$ cat config.mk
export PLATFORM = sky130hd
export DESIGN_NAME = exec_core
export DESIGN_NICKNAME = d
export VERILOG_FILES = /design/src/hdl/exec_pkg.sv /design/src/hdl/exec_core.sv /design/src/hdl/exec_decode.sv
export SDC_FILE = /design/constraint.sdc
export NUM_CORES = 1
export LEC_CHECK = 0
export BUFFER_PORTS_ARGS = -buffer_cell sky130_fd_sc_hd__buf_4
export CAP_MARGIN = 25
export CORE_MARGIN = 10
export CORE_UTILIZATION = 52
export CTS_CLUSTER_DIAMETER = 150
export CTS_CLUSTER_SIZE = 14
export DETAILED_ROUTE_END_ITERATION = 10
export PLACE_DENSITY_LB_ADDON = 0.25
export SKIP_CTS_REPAIR_TIMING = 1
export SLEW_MARGIN = 10
export SYNTH_ARGS = -nofsm -noshare
export SYNTH_HDL_FRONTEND = slang
export SYNTH_HIERARCHICAL = 1
export SYNTH_SLANG_ARGS = --single-unit
$ cat constraint.sdc
create_clock -name clk_sys -period 2.81 [get_ports clk_sys]
set_clock_uncertainty 0.1 [all_clocks]
set_input_delay 0.1405 -clock clk_sys [delete_from_list [all_inputs] [get_ports clk_sys]]
set_output_delay 0.1405 -clock clk_sys [all_outputs]
set_load 0.05 [all_outputs]
$ cat src/hdl/exec_pkg.sv
// Shared constants and types for the instruction subset execution unit.
package exec_pkg;

   // Data path and address widths.
   localparam int DATA_W = 8;
   localparam int FADDR_W = 7;
   localparam int LIT_W = 11;
   localparam int IP_W = 15;

   // Width of the 14-bit instruction word, its d bit, and the page field of the paging latch.
   localparam int INSN_W = 14;
   localparam int DEST_BIT = 7;
   localparam int PAGE_LO = 3;
   localparam int PAGE_HI = 6;

   // Fixed data values.
   localparam logic [DATA_W-1:0] DATA_ZERO = 8'h00;
   localparam logic [DATA_W-1:0] DATA_ONE = 8'h01;
   localparam logic [IP_W-1:0] IP_RESET = 15'h0000;
   localparam logic [IP_W-1:0] IP_STEP = 15'h0001;

   // Opcode patterns: six-bit groups and the branch three-bit group.
   localparam logic [5:0] OP_DEC_SKIP = 6'h0b;
   localparam logic [5:0] OP_INC_SKIP = 6'h0f;
   localparam logic [5:0] OP_PLAIN_INC = 6'h0a;
   localparam logic [5:0] OP_OR_FILE = 6'h04;
   localparam logic [5:0] OP_OR_LIT = 6'h38;
   localparam logic [2:0] OP_BRANCH = 3'h5;

   // Decoded operation kinds.
   typedef enum logic [2:0] {
      OPK_NONE = 3'b000,
      OPK_DEC_SKIP = 3'b001,
      OPK_INC_SKIP = 3'b010,
      OPK_PLAIN_INC = 3'b011,
      OPK_OR_FILE = 3'b100,
      OPK_OR_LIT = 3'b101,
      OPK_BRANCH = 3'b110
   } opkind_t;

   // Execution states: normal run or forced no-operation cycle.
   typedef enum logic [0:0] {
      ST_RUN = 1'b0,
      ST_FLUSH = 1'b1
   } exec_state_t;

   // Result of one executed instruction toward the file register bank.
   typedef struct packed {
      logic wr;
      logic [FADDR_W-1:0] addr;
      logic [DATA_W-1:0] data;
   } file_wr_t;

endpackage
$ cat src/hdl/exec_core.sv
// Execution unit for a subset of the 8-bit core's instructions.
// What this block does
// - Destination bit picks accumulator or file.
// - Decrement-skip skips next when result zero.
// - Increment-skip skips next when result zero.
// - Branch loads eleven-bit literal into pointer.
// - Branch fills pointer top bits from latch.
// - Branch always takes two cycles.
// - OR literal into accumulator, update zero.
// - Plain increment updates zero, never skips.
// - OR file with accumulator, update zero.
`timescale 1ns/1ps
module exec_core
   import exec_pkg::*;
(
   // Clock and reset.
   input wire logic clk_sys,
   input wire logic rst_b,
   // Instruction in, valid each cycle the fetch offers one.
   input wire logic insn_valid,
   input wire logic [INSN_W-1:0] insn,
   // File register read data for the addressed location.
   input wire logic [DATA_W-1:0] file_rd_data,
   // Paging latch value from the register file.
   input wire logic [DATA_W-1:0] program_page_latch,
   // File address of the instruction taken at the last clock edge, registered.
   output logic [FADDR_W-1:0] file_rd_addr,
   // Write back toward the file register bank.
   output file_wr_t file_wr,
   // Architectural state.
   output logic [DATA_W-1:0] accum,
   output logic zero_flag,
   output logic [IP_W-1:0] instruction_pointer,
   // High while the current cycle is a forced no-operation.
   output logic flush_busy
);

   ////////////////////////////////////////////////////////////////////////
   // Decode.

   // Decoded kind of the incoming instruction.
   opkind_t kind;

   exec_decode u_decode (
      .insn(insn),
      .kind(kind)
   );

   // Operand fields.
   // seven-bit file field
   wire logic [FADDR_W-1:0] faddr = insn[FADDR_W-1:0];
   wire logic dest_file = insn[DEST_BIT];
   wire logic [DATA_W-1:0] lit8 = insn[DATA_W-1:0];
   wire logic [LIT_W-1:0] lit11 = insn[LIT_W-1:0];

   // State and registers.
   exec_state_t state_reg, state_next;
   logic [DATA_W-1:0] accum_reg, accum_next;
   logic zero_reg, zero_next;
   logic [IP_W-1:0] ip_reg, ip_next;
   file_wr_t wr_reg, wr_next;
   logic [FADDR_W-1:0] raddr_reg;

   // An instruction executes only in the run state.
   wire logic exec_ok = insn_valid && (state_reg == ST_RUN);

   ////////////////////////////////////////////////////////////////////////
   // Arithmetic.

   wire logic [DATA_W-1:0] inc_val = DATA_W'(file_rd_data + DATA_ONE);
   wire logic [DATA_W-1:0] dec_val = DATA_W'(file_rd_data - DATA_ONE);
   wire logic [DATA_W-1:0] orf_val = accum_reg | file_rd_data;
   wire logic [DATA_W-1:0] orl_val = accum_reg | lit8;

   // Result chosen per kind.
   wire logic [DATA_W-1:0] result =
      (kind == OPK_DEC_SKIP) ? dec_val :
      (kind == OPK_OR_FILE) ? orf_val :
      (kind == OPK_OR_LIT) ? orl_val : inc_val;

   // Instructions that write a destination chosen by the d bit.
   wire logic uses_dest = (kind == OPK_DEC_SKIP) ||
      (kind == OPK_INC_SKIP) || (kind == OPK_PLAIN_INC) ||
      (kind == OPK_OR_FILE);

   wire logic skip_hit = exec_ok && (result == DATA_ZERO) &&
      ((kind == OPK_DEC_SKIP) || (kind == OPK_INC_SKIP));

   wire logic z_upd = (kind == OPK_PLAIN_INC) ||
      (kind == OPK_OR_FILE) || (kind == OPK_OR_LIT);

   wire logic [IP_W-1:0] branch_tgt =
      {program_page_latch[PAGE_HI:PAGE_LO], lit11};

   ////////////////////////////////////////////////////////////////////////
   // Next state.

   // Computes every register's next value for the cycle except raddr_reg, which takes faddr directly.
   always_comb begin
      state_next = ST_RUN;
      accum_next = accum_reg;
      zero_next = zero_reg;
      ip_next = ip_reg;
      wr_next = '{wr: 1'b0, addr: faddr, data: result};
      if (exec_ok) begin
         ip_next = IP_M(ip_reg);
         if (uses_dest && !dest_file) begin
            accum_next = result;
         end
         if (uses_dest && dest_file) begin
            wr_next.wr = 1'b1;
         end
         if (kind == OPK_OR_LIT) begin
            accum_next = orl_val;
         end
         if (z_upd) begin
            zero_next = (result == DATA_ZERO);
         end
         if (kind == OPK_BRANCH) begin
            ip_next = branch_tgt;
            state_next = ST_FLUSH;
         end
         if (skip_hit) begin
            state_next = ST_FLUSH;
         end
      end else if (insn_valid) begin
         // Discarded slot still advances past the skipped word.
         ip_next = IP_M(ip_reg);
      end
   end

   // Pointer advance helper.
   function automatic logic [IP_W-1:0] IP_M(input logic [IP_W-1:0] p);
      IP_M = IP_W'(p + IP_STEP);
   endfunction

   ////////////////////////////////////////////////////////////////////////
   // Registers.

   // Synchronous active-low reset of all control state.
   always_ff @(posedge clk_sys) begin
      if (!rst_b) begin
         state_reg <= ST_RUN;
         accum_reg <= DATA_ZERO;
         zero_reg <= 1'b0;
         ip_reg <= IP_RESET;
         wr_reg <= '0;
         raddr_reg <= '0;
      end else begin
         state_reg <= state_next;
         accum_reg <= accum_next;
         zero_reg <= zero_next;
         ip_reg <= ip_next;
         wr_reg <= wr_next;
         raddr_reg <= faddr;
      end
   end

   // Outputs straight from flip-flops.
   assign accum = accum_reg;
   assign zero_flag = zero_reg;
   assign instruction_pointer = ip_reg;
   assign file_wr = wr_reg;
   assign flush_busy = (state_reg == ST_FLUSH);
   assign file_rd_addr = raddr_reg;

   ////////////////////////////////////////////////////////////////////////
   // Checks.

   AST_SKIP_FLUSH:
      assert property (@(posedge clk_sys) disable iff (!rst_b)
         skip_hit |=> flush_busy ##1 !flush_busy && $stable(accum))
      else $error("skip did not flush exactly one cycle");

   AST_BRANCH_TARGET:
      assert property (@(posedge clk_sys) disable iff (!rst_b)
         exec_ok && kind == OPK_BRANCH |=>
            instruction_pointer[LIT_W-1:0] == $past(lit11))
      else $error("branch low bits wrong");

   AST_BRANCH_PAGE:
      assert property (@(posedge clk_sys) disable iff (!rst_b)
         exec_ok && kind == OPK_BRANCH |=>
            instruction_pointer[IP_W-1:LIT_W] ==
            $past(program_page_latch[PAGE_HI:PAGE_LO]))
      else $error("branch page bits wrong");

   AST_BRANCH_TWO:
      assert property (@(posedge clk_sys) disable iff (!rst_b)
         exec_ok && kind == OPK_BRANCH |=> flush_busy ##1 !flush_busy)
      else $error("branch not two cycles");

   AST_DEST_ACC:
      assert property (@(posedge clk_sys) disable iff (!rst_b)
         exec_ok && uses_dest && !dest_file |=>
            !file_wr.wr && accum == $past(result))
      else $error("accumulator destination wrong");

   AST_ORLIT:
      assert property (@(posedge clk_sys) disable iff (!rst_b)
         exec_ok && kind == OPK_OR_LIT |=>
            accum == ($past(accum) | $past(lit8)) &&
            zero_flag == (accum == DATA_ZERO))
      else $error("literal OR wrong");

   AST_INC_NOSKIP:
      assert property (@(posedge clk_sys) disable iff (!rst_b)
         exec_ok && kind == OPK_PLAIN_INC |=>
            !flush_busy && zero_flag == ($past(inc_val) == DATA_ZERO))
      else $error("plain increment wrong");

   AST_ORFILE:
      assert property (@(posedge clk_sys) disable iff (!rst_b)
         exec_ok && kind == OPK_OR_FILE && dest_file |=>
            file_wr.wr && file_wr.data == $past(orf_val) &&
            zero_flag == (file_wr.data == DATA_ZERO))
      else $error("file OR wrong");

   AST_SKIP_FLAGS:
      assert property (@(posedge clk_sys) disable iff (!rst_b)
         exec_ok && (kind == OPK_DEC_SKIP || kind == OPK_INC_SKIP) |=>
            $stable(zero_flag))
      else $error("skip form changed zero flag");

   AST_INC_SKIP:
      assert property (@(posedge clk_sys) disable iff (!rst_b)
         exec_ok && kind == OPK_INC_SKIP && inc_val != DATA_ZERO |=>
            !flush_busy)
      else $error("nonzero increment skipped");

endmodule // exec_core

$ cat src/hdl/exec_decode.sv
// Combinational opcode decoder for the instruction subset.
`timescale 1ns/1ps
module exec_decode
   import exec_pkg::*;
(
   // Instruction word in.
   input wire logic [INSN_W-1:0] insn,
   // Decoded kind out.
   output opkind_t kind
);

   // Upper opcode groups of the instruction word.
   wire logic [5:0] top6 = insn[INSN_W-1:INSN_W-6];
   wire logic [2:0] top3 = insn[INSN_W-1:INSN_W-3];

   // Branch is checked first since its group is widest.
   assign kind = (top3 == OP_BRANCH) ? OPK_BRANCH :
                 (top6 == OP_DEC_SKIP) ? OPK_DEC_SKIP :
                 (top6 == OP_INC_SKIP) ? OPK_INC_SKIP :
                 (top6 == OP_PLAIN_INC) ? OPK_PLAIN_INC :
                 (top6 == OP_OR_FILE) ? OPK_OR_FILE :
                 (top6 == OP_OR_LIT) ? OPK_OR_LIT : OPK_NONE;

endmodule // exec_decode

==> Yosys cells after proc, flatten, opt, wreduce, memory -nomap -nowiden <==
Cells that the tools add are included.
{ "classes": {"add_sub_neg": 3, "eq_ne": 12, "n_mux": 17, "bitwise": 3, "reduce_logical": 17} }
{ "ops": {"columns": ["cell", "count"], "rows": [
  ["$mux 15", 3],
  ["$mux 8", 5],
  ["$eq 6x4->1 const B", 3],
  ["$mux 3", 6],
  ["$or 8x8->8", 2],
  ["$add 15x1->15 const B", 1],
  ["$eq 3x3->1 const B", 4],
  ["$add 8x1->8 const B", 1],
  ["$logic_not 8->1", 1],
  ["$sub 8x1->8 const B", 1],
  ["$eq 3x2->1 const B", 2],
  ["$eq 6x3->1 const B", 1],
  ["$eq 6x6->1 const B", 1],
  ["$reduce_and 2->1", 3],
  ["$logic_and 1x1->1", 5],
  ["$logic_or 1x1->1", 5],
  ["$reduce_bool 2->1", 2],
  ["$eq 3x1->1 const B", 1],
  ["$mux 1", 3],
  ["$logic_not 1->1", 1],
  ["$not 1->1", 1]
]} }
{ "totals": {"reg_bits": 41, "input_bits": 33, "out_inout_bits": 48, "wordCells": 59} }

==> Logic depth before layout (Yosys ltp) <==
Gate-level depths: netlist of the first run.
{ "logic_depth": {"ltp_word": 15, "mapped_depth": 12, "mapped_depth_nobuf": 9} }

==> Cells and area by module <==
The synthesis of the first run kept the hierarchy.
{ "modules_own_cells": {"columns": ["module", "instances", "cells_per_inst", "area_per_inst_um2", "seq_area_each_um2"], "rows": [
  ["exec_core", 1, 305, 2519.9, 820.8],
  ["exec_decode", 1, 11, 90.1, 0.0]
]} }

==> Worst setup path before layout of the first run <==
Ideal clock, no wire load.
{ "synth_timing": {"kind": "input to register", "startpoint": "input insn[8]", "endpoint": "register state_reg, in the netlist flush_busy", "arrival_ns": 2.166, "path_slack_ns": 0.460, "path_stages": 10, "path_buffers": 1, "path_cell_list": "nor2_1 > a31oi_1 > nor3b_2 > or3b_1 > buf_6 > nor4b_4 > a221oi_2 > a2111oi_4 > nand4_1 > o31ai_2"} }
{ "synth_via": {"elab_chain_cells": 15, "elab_cells_between_ends": 25} }
{ "synth_rtl": {"columns": ["element", "line_no", "text"], "rows": [
  ["from (decl)", "exec_core.sv:21", "input wire logic [INSN_W-1:0] insn,"],
  ["$eq 6x6->1", "exec_decode.sv:22", "(top6 == OP_OR_LIT) ? OPK_OR_LIT : OPK_NONE;"],
  ["$mux 3", "exec_decode.sv:22", null],
  ["$mux 3", "exec_decode.sv:21", "(top6 == OP_OR_FILE) ? OPK_OR_FILE :"],
  ["$mux 3", "exec_decode.sv:20", "(top6 == OP_PLAIN_INC) ? OPK_PLAIN_INC :"],
  ["$mux 3", "exec_decode.sv:19", "(top6 == OP_INC_SKIP) ? OPK_INC_SKIP :"],
  ["$mux 3 *", "exec_decode.sv:18", "(top6 == OP_DEC_SKIP) ? OPK_DEC_SKIP :"],
  ["$mux 3 *", "exec_decode.sv:17", "assign kind = (top3 == OP_BRANCH) ? OPK_BRANCH :"],
  ["named net kind[0]", "exec_core.sv:42", "opkind_t kind;"],
  ["$eq 3x3->1", "exec_core.sv:79", "(kind == OPK_OR_LIT) ? orl_val : inc_val;"],
  ["$mux 8", "exec_core.sv:79", null],
  ["$mux 8", "exec_core.sv:78", "(kind == OPK_OR_FILE) ? orf_val :"],
  ["$mux 8", "exec_core.sv:77", "(kind == OPK_DEC_SKIP) ? dec_val :"],
  ["$logic_not 8->1", "exec_core.sv:86", "wire logic skip_hit = exec_ok && (result == DATA_ZERO) &&"],
  ["$logic_and 1x1->1 (2 in series)", "exec_core.sv:86", null],
  ["$mux 1 *", "exec_core.sv:123", "if (skip_hit) begin"],
  ["to (signal assigned)", "exec_core.sv:150", "state_reg <= state_next;"],
  ["to (decl)", "exec_core.sv:57", "exec_state_t state_reg, state_next;"]
]} }
The timed path passes the listed nets; every way through them passes the cells marked *.
A chain may end at the register's enable or synchronous reset.

==> Worst setup path in the final report of the first run <==
Same ends and word-level chain as after synthesis.

==> metrics.txt, run 1 <==
via count 2745; Congestion Overflow GR 0; # DRC 0; vias in the first global route 2588; CTS root buf clkbuf_8; slowest CP cell nor3b_2; nets 422; P per Cell Area 451 nW/um^2; fin. max-slew vios 0; peak supply drop 0.287 mV; Synth Flop Type dfxtp_1; actual slew at the worst max-slew pin 0.718 ns; First-pass DRT Iterations 8; violated checks negative hold slack; Tmin final 2.52 ns; Clock Path Buffers 2; commonest non-fill, non-tap cell in the layout buf_4; Wirelength per Cell 17.6 um; Non-Filler Instances 454; core area 4790 um^2; Int Pwr 1.03 mW; Clk network pwr share 33.1%; initial antenna violation count 0; IO buf count 76; yosys warns 6; Setup-failing EPs final 0; sequential area share after synthesis 31.4%; Max Clk Rate 0.398 GHz; LEAKAGE 1.36 nW; CP required 2.93 ns; status finished with violations; fin area 3350 um^2; total track usage 18.3%; clock slew at reported path FFs 0.08 ns; Startpoint Class input pin; drt total wl 8010 um; final hold slack -0.00182 ns; Syn Area/Cell 8.26 um^2; Post-Syn Area 2610 um^2; register bit total from synthesis 41; Die Width 90.8 um; Die ar. 8250 um^2; CTS Buf Count 5; Gate power share 25.6%; effective utilization at floorplan 54.5%; Seq pwr share 41.3%; final core area utilization 69.9%; Placed Area 3220 um^2; critical path endpoint category register; H-tree levels 2; dpl hpwl 5990 um; fin crit share 89.5%; TritonCTS clock tree built; ys async rst share 0%; clk sinks 41; share of cells above drive strength 1 31.3%; clock insertion delay at the later pin of the skew report 0.30 ns; final hold vios 2; Cell Rows 25; ANT nets after route 0; P_sw 0.475 mW; commonest non-fill, non-tap cells in the layout buf_4, dfxtp_1, nor2_1; EDFF count, synth 0; FF+latch area 821 um^2; RePlAce Congestion 0.957; Hold Path Class in -> reg; pin count of the biggest net entering global routing 26; crit-path max cell delay 0.36 ns; max cap viols 0; Vias/cell 6.05; Top Ports 81; gate count of the mapped netlist 316; crit-path cells buf_4 > nor2_1 > a31oi_1 > nor3b_2 > buf_4 > mux2_2 > o21ai_0 > nand3_1 > a2111oi_4 > nand4_1 > o31ai_2; Max-slew headroom 51.7%; worst-path maximum fanout 13; Worst Path Arrival 2.63 ns; setup_tns 0 ns; filler cell count in the final layout 415; area of the multi-input gates 1610 um^2; Ant. Diodes 0; RSZ-0062 raised after global routing false; Net Count, Synth 352; Initial DRC Count 307; Crit path top cell by count buf_4; Vert. Die Dim 90.8 um; Switching Share 31.5%; dpl cells 445; first-pass GRT wire length 12900 um; unique cell type count in the Yosys netlist 65; synthesis-to-finish area growth 28.2%; WS Path Type in -> reg; max FFs per register 15
-- metrics by stage --
step	power (mW)	setup slack [ns]
after detailed placement	1.02	0.0536
after CTS	1.51	0.368
after global placement	1.01	0.144
after global routing	1.56	0.201
after floorplan	0.888	0.460
final	1.51	0.295
-- area by class of cell --
cell class                 instances  share of cell area (%)
multi-input combinational        239                    48.1
tap                               67                    2.50
clock buffer                       7                    2.58
timing repair buffer              91                    20.5
sequential                        41                    24.5
clock inverter                     1                   0.897
inverter                           8                   0.897
-- logic make-up after synthesis --
kind of cell / after synthesis / share of synthesized area [%]
and+or+nand+nor: 129 / 28.4
buffers and inverters: 36 / 7.24
adders and majority gates: 3 / 1.44
DFF: 41 / 31.4
muxes: 4 / 1.58
AOI/OAI and AO/OA: 94 / 26.9
xor gates and xnor gates: 9 / 3.02
-- synth_stat cells (all sizes together) (2+ instances only) --
cell type	instances	area [um^2]
or4b	4	40.0
nor2b	7	43.8
and3	6	37.5
or3b	4	35.0
dfxtp	41	821
nor3b	6	60.1
inv	7	26.3
a21o	3	22.5
and2	11	68.8
mux2i	3	30.0
ha	3	37.5
xor2	3	26.3
nand2	19	71.3
o21a	8	60.1
a21oi	8	40.0
a22oi	7	52.6
a22o	2	17.5
a31oi	8	50.1
o2111a	2	22.5
nor2	36	135
xnor2	6	52.6
nand3	10	50.1
buf	15	110
nand4	6	37.5
nor3	3	15.0
a211oi	4	30.0
o31ai	5	42.5
clkbuf	13	48.8
o21ai	19	95.1
nor4b	3	41.3
nand2b	5	31.3
a221oi	4	41.3
o32ai	2	17.5
o22ai	5	31.3
o221a	4	45.0
a311oi	3	26.3
nor4	3	18.8
-- path summary, 6_finish.rpt --
check,startpoint,end,slack (ns),cells after the start
worst min register to register,accum[0]$_SDFFE_PN0P_,accum[0]$_SDFFE_PN0P_,0.40,2
worst max register to register,instruction_pointer[0]$_SDFFE_PN0P_,instruction_pointer[14]$_SDFFE_PN0P_,0.59,6
worst max-delay path,insn[8],flush_busy$_SDFF_PN0_,0.29,11
worst min-delay path,insn[1],file_rd_addr[1]$_SDFF_PN0_,-0.002,2
-- critical path: cells and delay by family --
family | cells | cell delay (ns)
AOI/OAI and AO/OA | 4 | 0.84
buffers and inverters | 2 | 0.38
muxes | 1 | 0.34
and+or+nand+nor | 4 | 0.91
-- power by group through the flow --
stage	clock network [mW]	logic (mW)	registers [mW]
final	0.500	0.386	0.623
after global routing	0.524	0.409	0.627
after CTS	0.505	0.383	0.623
after detailed placement	0	0.382	0.636
after global placement	0	0.378	0.636
after floorplan	0	0.164	0.724
-- routing by layer --
metal  track usage [%]  part of all wire [%]  up-vias
met5                 0                     0        -
met4              4.18                   1.1        0
met3              5.15                   8.9       10
met2              28.3                    46      130
met1              24.5                    44     1297
li1                  -                     -     1308
No activity file was read; power rests on OpenSTA's default activity.
==> run 2, diff against run 1 <==
REMOVE_ABC_BUFFERS = 1   (was default)
==> run 2 against run 1 <==
Effect of this change: the flow still finishes with violations (negative hold slack); wire length fell by 2.4%; setup slack improved by 0.093 ns; clock-buffer cell count fell by 2; total power fell by 1.3%; combinational power barely moved; largest cell class unchanged.
==> metrics.txt, run 2 (synthesis gave the netlist of run 1 again) <==
Startpoint Class input pin; fin area 3360 um^2; WS Path Type in -> reg; # DRC 0; max cap viols 0; Crit path top cell by count buf_4; clk sinks 41; violated checks negative hold slack; vias in the first global route 2520; Placed Area 3210 um^2; Die ar. 8250 um^2; Ant. Diodes 0; drt total wl 7820 um; fin. max-slew vios 0; Max-slew headroom 46.6%; initial antenna violation count 0; status finished with violations; H-tree levels 2; reg2reg start instruction_pointer[0]$_SDFFE_PN0P_; pin count of the biggest net entering global routing 26; Wirelength per Cell 17.2 um; LEAKAGE 1.35 nW; Top Ports 81; peak supply drop 0.246 mV; CTS root buf clkbuf_8; share of cells above drive strength 1 30.9%; Setup-failing EPs final 0; actual slew at the worst max-slew pin 0.794 ns; commonest non-fill, non-tap cells in the layout buf_4, dfxtp_1, nor2_1; Cell Rows 25; Max Clk Rate 0.413 GHz; RePlAce Congestion 0.897; effective utilization at floorplan 54.5%; synthesis-to-finish area growth 28.8%; max FFs per register 15; Tmin final 2.42 ns; slowest CP cell mux2_2; RSZ-0062 raised after global routing false; First-pass DRT Iterations 5; clock slew at reported path FFs 0.08 ns; Clock Path Buffers 2; critical path endpoint category register; fin crit share 86.2%; clock insertion delay at the later pin of the skew report 0.29 ns; first-pass GRT wire length 12800 um; IO buf count 76; HP Start insn[6]; Worst Path Arrival 2.54 ns; final hold vios 1; commonest non-fill, non-tap cell in the layout buf_4; crit-path max cell delay 0.34 ns; Vias/cell 5.82; Setup WS post-layout 0.387 ns; CP required 2.92 ns; ANT nets after route 0; R2R Setup Slk 0.54 ns; P per Cell Area 443 nW/um^2; final core area utilization 70.2%; pre-CTS WS 0.122 ns; crit path from insn[8]; Die Width 90.8 um; nets 423; Congestion Overflow GR 0; Initial DRC Count 200; worst-path maximum fanout 15; via count 2650; Vert. Die Dim 90.8 um; final hold slack -0.00520 ns; dpl hpwl 5840 um; core area 4790 um^2; setup_tns 0 ns; Hold Path Class in -> reg; crit-path cells buf_4 > nor2_1 > a31oi_1 > nor3b_2 > buf_4 > mux2_2 > o21ai_0 > nand3_1 > a2111oi_4 > nand4_1 > o31ai_2; TritonCTS clock tree built; CTS Buf Count 5; total track usage 18.2%
run 2: changes by cell type in the layout (fill, tap and decap cells not counted):
cell and change:
clkinvlp_4 +1, dlygate4sd3_1 +3, buf_4 -2, clkbuf_1 -1, clkinv_4 +1, clkbuf_8 -1
run 2: final timing paths:
kind | to | cells after the start
hold / removal | file_rd_addr[6]$_SDFF_PN0_ | 2
hold reg to reg | accum[0]$_SDFFE_PN0P_ | 2
setup reg to reg | instruction_pointer[14]$_SDFFE_PN0P_ | 6
setup / recovery | flush_busy$_SDFF_PN0_ | 11
run 2: layout make-up:
type | instances | area [um^2]
clock buffers | 5 | 68.8
clock inverters | 3 | 46.3
fillers | 413 | 1430
inverters | 8 | 30.0
multi-input cells | 239 | 1610
flip-flops and latches | 41 | 821
well taps | 67 | 83.8
repair buffers | 92 | 701
run 2: worst max-delay path: cells and delay by family:
kind            cells  cell delay [ns]
compound gates      4             0.88
simple gates        4             0.81
buf+inv             2             0.38
mux                 1             0.34
run 2: power breakdown:
group,switching (mW),total [mW],internal [mW]
Sequential,0.0169,0.623,0.606
Clock,0.216,0.482,0.266
Combinational,0.245,0.385,0.140
run 2: stage by stage:
step / hold slack [ns] / std cells / power, mW
after floorplan: 0.130 / 288 / 0.862
after global placement: 0.282 / 443 / 1.01
after detailed placement: 0.285 / 443 / 1.02
after CTS: -0.0209 / 451 / 1.49
after global routing: 0.000215 / 455 / 1.55
final: -0.00520 / 455 / 1.49
run 2: metal layers:
layer	share of wire [%]	vias up	GRT usage [%]
met1	45	1234	23.9
met3	6.9	11	4.57
met2	47	102	29.4
li1	-	1303	-
met4	1.1	0	3.92
met5	0	-	0
